$ cat src/inc/wdt_pkg.sv
// Package of constants and carrier types for the I/O port watchdog.
// Assumes a single 40 MHz system clock and an ISA-style I/O cycle.
package wdt_pkg;

  // ==========================================================
  // I/O port map
  localparam logic [15:0] WDT_LOAD_PORT    = 16'h0443;
  localparam logic [15:0] WDT_DISABLE_PORT = 16'h0043;

  // ==========================================================
  // Timeout code range and timing
  localparam logic [7:0] WDT_CODE_MIN  = 8'h01;
  localparam logic [7:0] WDT_CODE_MAX  = 8'h3f;
  localparam int         WDT_CLK_HZ    = 40000000;
  localparam int         WDT_SECOND_MS = 1000;
  localparam int         WDT_SEC_CYCLES = WDT_CLK_HZ / 1000 * WDT_SECOND_MS;

  // ==========================================================
  // Reset values
  localparam logic [7:0] WDT_COUNT_RST = 8'h00;

  // ==========================================================
  // Sampled I/O bus lines, strobes active low
  typedef struct packed {
    logic [15:0] addr;
    logic [7:0]  data;
    logic        wr_n;
    logic        rd_n;
  } wdt_io_t;

  localparam wdt_io_t WDT_IO_IDLE = '{addr: 16'h0000, data: 8'h00, wr_n: 1'b1, rd_n: 1'b1};

endpackage

$ cat src/rtl/wdt_top.sv
// Watchdog timer reached through two I/O ports of the host bus.
// Assumes asynchronous bus pins; address and data stable around each strobe.
// How it works
// - A write to port 443 hex loads the written byte as count.
// - Each count is one second: code 01 is 1 s, 3F is 63 s.
// - The first load write enables the watchdog and starts the countdown.
// - Each later load write restarts the countdown from the new code.
// - A read of port 43 hex disables the watchdog until reloaded.
module wdt_top
  import wdt_pkg::*;
#(
  parameter int SEC_CYCLES = WDT_SEC_CYCLES
) (
  input  wire logic        clk_sys,
  input  wire logic        rst_n,
  input  wire logic [15:0] io_addr,
  input  wire logic [7:0]  io_wdata,
  input  wire logic        io_wr_n,
  input  wire logic        io_rd_n,
  output logic             wdt_active,
  output logic             sys_reset_req
);

  wdt_io_t     io_s1;
  wdt_io_t     io_s2;
  wdt_io_t     io_s3;
  logic        load_evt;
  logic        dis_evt;
  logic [7:0]  count;
  logic        sec_tick;

  // ==========================================================
  // Pin synchronisers; edges are taken only from stages 2 and 3
  always_ff @(posedge clk_sys or negedge rst_n) begin
    if (!rst_n) begin
      io_s1 <= WDT_IO_IDLE;
      io_s2 <= WDT_IO_IDLE;
      io_s3 <= WDT_IO_IDLE;
    end else begin
      io_s1 <= '{addr: io_addr, data: io_wdata, wr_n: io_wr_n, rd_n: io_rd_n};
      io_s2 <= io_s1;
      io_s3 <= io_s2;
    end
  end

  // ==========================================================
  // Port decode on the falling strobe edge
  always_comb begin
    load_evt = io_s3.wr_n && !io_s2.wr_n && (io_s2.addr == WDT_LOAD_PORT);
    dis_evt  = io_s3.rd_n && !io_s2.rd_n && (io_s2.addr == WDT_DISABLE_PORT);
  end

  // ==========================================================
  // Seconds divider, restarted by each load
  wdt_sec_tick #(
    .TICK_CYCLES (SEC_CYCLES)
  ) wdt_sec_tick_inst (
    .clk_sys (clk_sys),
    .rst_n   (rst_n),
    .restart (load_evt),
    .run     (wdt_active),
    .tick    (sec_tick)
  );

  // ==========================================================
  // Enable: a load wins over a disable in the same cycle
  always_ff @(posedge clk_sys or negedge rst_n) begin
    if (!rst_n) begin
      wdt_active <= 1'b0;
    end else if (load_evt) begin
      wdt_active <= 1'b1;
    end else if (dis_evt) begin
      wdt_active <= 1'b0;
    end else if (sec_tick && count <= WDT_CODE_MIN) begin
      wdt_active <= 1'b0;
    end
  end

  // ==========================================================
  // Countdown in whole seconds; undefined code 00 expires at first tick
  always_ff @(posedge clk_sys or negedge rst_n) begin
    if (!rst_n) begin
      count <= WDT_COUNT_RST;
    end else if (load_evt) begin
      count <= io_s2.data;
    end else if (wdt_active && sec_tick && count > 8'h00) begin
      count <= count - 8'h01;
    end
  end

  // ==========================================================
  // Reset request holds until the host reloads or disables
  // An expiry tick wins over a disable read in the same cycle
  always_ff @(posedge clk_sys or negedge rst_n) begin
    if (!rst_n) begin
      sys_reset_req <= 1'b0;
    end else if (wdt_active && sec_tick && count <= WDT_CODE_MIN && !load_evt) begin
      sys_reset_req <= 1'b1;
    end else if (load_evt || dis_evt) begin
      sys_reset_req <= 1'b0;
    end
  end

  // ==========================================================
  // Checks
  property p_load_takes_byte;
    @(posedge clk_sys) disable iff (!rst_n)
    load_evt |=> (count == $past(io_s2.data)) && wdt_active;
  endproperty
  a_load_takes_byte: assert property (p_load_takes_byte)
    else $error("load write did not set count and enable");

  property p_one_per_second;
    @(posedge clk_sys) disable iff (!rst_n)
    (wdt_active && sec_tick && count > WDT_CODE_MIN && !load_evt)
      |=> count == $past(count) - 8'h01;
  endproperty
  a_one_per_second: assert property (p_one_per_second)
    else $error("countdown did not drop by one per second");

  property p_no_drop_between_ticks;
    @(posedge clk_sys) disable iff (!rst_n)
    (!sec_tick && !load_evt) |=> $stable(count);
  endproperty
  a_no_drop_between_ticks: assert property (p_no_drop_between_ticks)
    else $error("count changed without a second tick");

  property p_reload_restarts;
    @(posedge clk_sys) disable iff (!rst_n)
    (load_evt && wdt_active) |=> !sec_tick ##0 (count == $past(io_s2.data));
  endproperty
  a_reload_restarts: assert property (p_reload_restarts)
    else $error("refresh did not restart the countdown");

  property p_disable_stops;
    @(posedge clk_sys) disable iff (!rst_n)
    (dis_evt && !load_evt && !(wdt_active && sec_tick && count <= WDT_CODE_MIN))
      |=> !wdt_active && !sys_reset_req;
  endproperty
  a_disable_stops: assert property (p_disable_stops)
    else $error("disable read did not stop the watchdog");

  property p_stays_off;
    @(posedge clk_sys) disable iff (!rst_n)
    (!wdt_active && !load_evt) |=> !wdt_active && $stable(count);
  endproperty
  a_stays_off: assert property (p_stays_off)
    else $error("watchdog restarted without a load write");

  property p_expiry_resets;
    @(posedge clk_sys) disable iff (!rst_n)
    (wdt_active && sec_tick && count <= WDT_CODE_MIN && !load_evt)
      |=> sys_reset_req && !wdt_active;
  endproperty
  a_expiry_resets: assert property (p_expiry_resets)
    else $error("expiry did not raise reset request");

  property p_req_cause;
    @(posedge clk_sys) disable iff (!rst_n)
    $rose(sys_reset_req) |-> $past(wdt_active && sec_tick);
  endproperty
  a_req_cause: assert property (p_req_cause)
    else $error("reset request without expiry");

  // ==========================================================
  // Cycles since the last load or tick; a load starts from zero
  // because the divider restarts on the same edge that samples the load event
  logic [31:0] tick_gap;

  always_ff @(posedge clk_sys or negedge rst_n) begin
    if (!rst_n) begin
      tick_gap <= 32'h0000_0000;
    end else if (load_evt) begin
      tick_gap <= 32'h0000_0000;
    end else if (sec_tick) begin
      tick_gap <= 32'h0000_0001;
    end else if (tick_gap != 32'hffff_ffff) begin
      tick_gap <= tick_gap + 32'h0000_0001;
    end
  end

  property p_tick_spacing;
    @(posedge clk_sys) disable iff (!rst_n)
    sec_tick |-> tick_gap == 32'(SEC_CYCLES);
  endproperty
  a_tick_spacing: assert property (p_tick_spacing)
    else $error("second tick not one second after load or tick");

  property p_tick_single;
    @(posedge clk_sys) disable iff (!rst_n)
    sec_tick |=> !sec_tick;
  endproperty
  a_tick_single: assert property (p_tick_single)
    else $error("second tick lasted more than one cycle");

  property p_tick_needs_run;
    @(posedge clk_sys) disable iff (!rst_n)
    sec_tick |-> $past(wdt_active);
  endproperty
  a_tick_needs_run: assert property (p_tick_needs_run)
    else $error("second tick while the watchdog was off");

  property p_enable_by_load;
    @(posedge clk_sys) disable iff (!rst_n)
    $rose(wdt_active) |-> $past(load_evt);
  endproperty
  a_enable_by_load: assert property (p_enable_by_load)
    else $error("watchdog enabled without a load write");

  property p_req_holds;
    @(posedge clk_sys) disable iff (!rst_n)
    (sys_reset_req && !load_evt && !dis_evt) |=> sys_reset_req;
  endproperty
  a_req_holds: assert property (p_req_holds)
    else $error("reset request dropped on its own");

  property p_load_clears_req;
    @(posedge clk_sys) disable iff (!rst_n)
    load_evt |=> !sys_reset_req;
  endproperty
  a_load_clears_req: assert property (p_load_clears_req)
    else $error("load write left the reset request set");

endmodule

$ cat src/rtl/wdt_sec_tick.sv
// One-second tick divider for the watchdog countdown.
// Assumes restart and run come from logic on clk_sys.
module wdt_sec_tick
  import wdt_pkg::*;
#(
  parameter int TICK_CYCLES = WDT_SEC_CYCLES
) (
  input  wire logic clk_sys,
  input  wire logic rst_n,
  input  wire logic restart,
  input  wire logic run,
  output logic      tick
);

  logic [31:0] div_cnt;

  // ==========================================================
  // Divider: restart gives a full second before the next tick
  always_ff @(posedge clk_sys or negedge rst_n) begin
    if (!rst_n) begin
      div_cnt <= 32'h0000_0000;
      tick    <= 1'b0;
    end else if (restart || !run) begin
      div_cnt <= 32'h0000_0000;
      tick    <= 1'b0;
    end else if (div_cnt == 32'(TICK_CYCLES - 1)) begin
      div_cnt <= 32'h0000_0000;
      tick    <= 1'b1;
    end else begin
      div_cnt <= div_cnt + 32'h0000_0001;
      tick    <= 1'b0;
    end
  end

endmodule

$ cat config.mk
export PLATFORM = sky130hd
export DESIGN_NAME = wdt_top
export DESIGN_NICKNAME = d
export VERILOG_FILES = /design/src/inc/wdt_pkg.sv /design/src/rtl/wdt_top.sv /design/src/rtl/wdt_sec_tick.sv
export SDC_FILE = /design/constraint.sdc
export NUM_CORES = 1
export LEC_CHECK = 0
export ABC_CLOCK_PERIOD_IN_PS = 1900
export BUFFER_PORTS_ARGS = -buffer_cell sky130_fd_sc_hd__buf_2
export CAP_MARGIN = 10
export CORE_MARGIN = 2
export CORE_UTILIZATION = 45
export DETAILED_ROUTE_END_ITERATION = 10
export HOLD_SLACK_MARGIN = 0.03
export PLACE_DENSITY = 0.75
export SETUP_SLACK_MARGIN = 0.1
export SLEW_MARGIN = 25
export SYNTH_ARGS = -nofsm -noshare
export SYNTH_HDL_FRONTEND = slang
export SYNTH_SLANG_ARGS = --single-unit
$ cat constraint.sdc
create_clock -name clk_sys -period 1.9 [get_ports clk_sys]
set_input_delay 0.38 -clock clk_sys [delete_from_list [all_inputs] [get_ports clk_sys]]
set_output_delay 0.38 -clock clk_sys [all_outputs]
set_load 0.02 [all_outputs]
# Word level (Yosys, flattened, before mapping)
# Cells that the tools add are included.
# op_classes
addsub	2
magnitude_cmp	2
eq_ne	3
n_mux	11
reduce_logical	18
# ops
cell	count
two-way mux 32 bit	2
adder 32 x 1 -> 32 bit, second input constant	1
equality test 32 x 26 -> 1 bit, second input constant	1
equality test 16 x 11 -> 1 bit, second input constant	1
equality test 16 x 7 -> 1 bit, second input constant	1
two-way mux 8 bit	2
logical AND 1 bit	9
> comparator 8 x 1 -> 1 bit, second input constant	1
less-or-equal comparator 8 x 1 -> 1 bit, second input constant	1
subtractor 8 x 1 -> 8 bit, second input constant	1
two-way mux 1 bit	7
zero test 1 bit	4
nonzero test 2 bit	2
nonzero test 3 bit	1
logical OR 1 bit	2
# totals
register_bits	97
inputBits	28
out_inout_bits	2
word_cells	51

# Logic depth before layout (Yosys ltp)
# depth
depth_word	6
mapped_depth	7

# Cells and area by module
# Synthesis repeated with hierarchy kept, for this count alone.
# hier_totals
cells_unflattened	305
area_unflattened_um2	3797.4
# by_module_without_submodules
mod	instances	cells_each	area_per_inst_um2	seq_area_each_um2
wdt_top	1	124	2040.7	1609.0
wdt_sec_tick	1	181	1756.7	825.8

# Worst setup path before layout
# OpenSTA, ideal clock, no wires.
# synth_timing
path_kind	register -> register
start	register wdt_sec_tick_inst.div_cnt[23]
end	register wdt_sec_tick_inst.div_cnt[14]
setup_time_ns	0.136
arrival_time_ns	1.668
path_slack_ns	0.096
path_stages_with_launch	5
path_buffers	0
period_less_slack_ns	1.804
path_cell_list	dfrtp_1 or4_4 or4_4 a211oi_2 nor3_1
# synth_via
elab_chain_len	3
# synth_rtl
item	line	rtl
start, declared	wdt_sec_tick.sv:15	logic [31:0] div_cnt;
start signal, assigned	wdt_sec_tick.sv:30	div_cnt <= div_cnt + 32'h0000_0001;
equality test 32 x 26 -> 1 bit	wdt_sec_tick.sv:26	end else if (div_cnt == 32'(TICK_CYCLES - 1)) begin
two-way mux 32 bit	wdt_sec_tick.sv:26	
two-way mux 32 bit	wdt_sec_tick.sv:23	end else if (restart || !run) begin
# No other way between the ends.
# A chain may end at the register's enable or synchronous reset.

# Worst setup path in the final report
# Same ends and word-level chain as after synthesis.

==> results.toml <==
[global_routing]
antenna_found_initial = 0
grt_pass1_wl_um = 11300
grt_usage = 0.164
grt_pass1_vias = 2449
grt-ovfl-total = 0
grt_max_degree = 37

[worst_setup_path]
cp-startpoint = "wdt_sec_tick_inst.div_cnt[23]"
worst-setup-path-type = "reg -> reg"
required_ns = 2.16
cp_max_fo = 3
cp.arrival_ns = 2.06
cp-end-kind = "flip-flop"
reg2reg_from = "wdt_sec_tick_inst.div_cnt[23]"
worst_path_most_repeated_cell = "or4_4"
path_cells = "or4_4 > or4_4 > a211oi_2 > nor3_1"
startpoint_type = "flip-flop"
slowest_stage = "or4_4"
slowest_delay_ns = 0.54

[synthesis]
ys_warn_count = 0
syn_area_um2 = 3710
synth_compound_area_frac = 0.0347
syn_avg_cell_area_um2 = 12.3
yosys-top-cells-area = "dfrtp_1, xnor2_1, nor2_1"
synth-edff-count = 0
synth_top_area_share = 0.614
yosys.area.top_type = "dfrtp_1"
ys.flop_type = "dfrtp_1"
synth-seq-cells = 97
async_flop_share = 1.00
synth-xor-area-share = 0.0803
postSynthCellCount = 302
muxShareOfSynthArea = 0.00304
syn-num-nets = 334
synth-seq-area-share = 0.656
synth_top_family_by_area = "simple AND/OR/NAND/NOR gates"
synth-adder-area-share = 0.0135
post_synth_and_or_nand_nor_area_fraction = 0.193
synth_cell_types = 40

[power]
p_per_area_nw_per_um2 = 800
p_leak_nw = 1.94
worst_ir_drop_vdd_mv = 0.467

[layout]
fin_util = 0.560
areaGrowthSynthToFinish_pct = 22.2
antenna_cells_inserted = 0
layout_common_cells = "dfrtp_1, nor2_1, buf_2"
register_area_um2 = 2440
fill_cells = 669
nets = 390
multi_input_area_um2 = 1340
stdcell_area_um2 = 4530
layout_commonest_cell = "dfrtp_1"
drive_gt1_frac = 0.275

[clocking]
insertion_delay_ns = 0.37
clk_pin_slew_ns = 0.12
cts_buffers = 9
htreeDepth = 3
cts_buffer_depth = 2
cts_tree = "done"
clockRootBuffer = "clkbuf_8"
cts_sinks = 97

[floorplan]
num_rows = 33
initial_core_util = 0.458
die_height_um = 94.8
io-pin-count = 30
die_area_um2 = 8990
die_w_um = 94.8
fp.coreArea_um2 = 8090

[sta]
fin_crit_ns = 1.81
slew_viol_final = 0
rsz0062_at_grt = "true"
fmax_mhz = 553
fin_crit_sh = 0.951
setup_total_negative_slack_ns = 0
slew_headroom = 0.681
whs_ns = 0.105
skew_ns = 0.0143
hold_viol = 0
setup_viol = 0
worst_slew_pin_slew_ns = 0.479

[route]
via_count = 2446
wl_per_cell_um = 14.5
ant_nets = 0
first_iter_violations = 115
drtPass1Iterations = 4
routed_wl_um = 6790
avgViaCountPerCell = 5.23
route.detailed.drc = 0

[min_path]
hp-start = "io_addr[15]"
hp-class = "in -> reg"

[placement]
dpl-instance-area_um2 = 4120
hpwl_um = 4550
place.gp.congestion = 0.895
io_buffers = 29

[job]
timing.max_cap.violations = 0

[status]
outcome = "finished clean"
## final cells by class
class                   count  share of cell area
clock inverters             7              0.0213
multi-input cells         191               0.295
inverters                   6             0.00497
flip-flops and latches     97               0.538
well taps                 105              0.0290
repair buffers             53              0.0850
clock buffers               9              0.0273
## cells in the mapped netlist (7+ instances only)
master and number:
dfrtp_1 91, nand3_1 13, xnor2_1 21, nor2_1 45, nor3_1 13, a21oi_1 8, nand4_1 11, nand2_1 17
xor2_1 13, and3_1 7
## where the power goes
part	total [mW]	leakage [nW]	internal (mW)	switching [mW]
Clock	1.40	0.109	0.549	0.847
Combinational	0.0844	0.609	0.0357	0.0487
Sequential	2.15	1.22	2.13	0.0202
## state kept, by name, summed over array words and instances (netlist names)
| register | flops |
|---|---|
| io_s1 | 26 |
| io_s2 | 26 |
| io_s3 | 2 |
| wdt_active | 1 |
| sys_reset_req | 1 |
| wdt_sec_tick_inst.tick | 1 |
| wdt_sec_tick_inst.div_cnt | 32 |
| count | 8 |
## what timing repair did
item / CTS / global route
hold buffers: 1 / 0
endpoints found under the setup margin: 27 / 36
resized for setup: 9 / 14
cloned: 0 / 1
setup buffers: 2 / 1
hold endpoints to repair: 34 / 0
pin swaps: 4 / 6
## critical path, delay by kind of cell, from the launching register on
family / cells / cell delay [ns]
flip-flops: 1 / 0.39
AO/OA/AOI/OAI: 1 / 0.19
AND/OR/NAND/NOR: 3 / 1.13
## layer usage
layer  track usage  vias to the layer above  part of all wire
met5             0                        -                 0
met4        0.0700                        0             0.016
met3        0.0263                       10             0.033
met2         0.265                       48              0.51
met1         0.222                     1236              0.44
li1              -                     1152                 -
## cell families (layout without fill, tap and decap cells)
family,after synthesis,in the layout
buf+inv,14,75
fa+ha+maj,4,4
flops,97,97
compound gates,19,19
xor+xnor,34,34
simple gates,133,133
mux,1,1
## path summary, 6_finish.rpt
kind	slack, ns	end	depth (start not counted)
max	0.09	wdt_sec_tick_inst.div_cnt[14]	4
min	0.11	io_s1[25]	1
max reg2reg	0.09	wdt_sec_tick_inst.div_cnt[14]	4
min reg2reg	0.34	io_s2[8]	0
max in group asynchronous	0.78	io_s2[0]	3
min in group asynchronous	0.52	io_s1[24]	2
## through the flow
| step | instances | power (mW) | worst slack (ns) |
|---|---|---|---|
| 2_1_floorplan | 302 | 2.18 | 0.0959 |
| 3_3_place_gp | 447 | 2.26 | 0.0465 |
| 3_5_place_dp | 447 | 2.27 | 0.0129 |
| 4_1_cts | 466 | 3.65 | 0.105 |
| 5_1_grt | 468 | 3.77 | 0.0265 |
| 6_report | 468 | 3.63 | 0.0927 |
(Power assumes the default switching activity.)
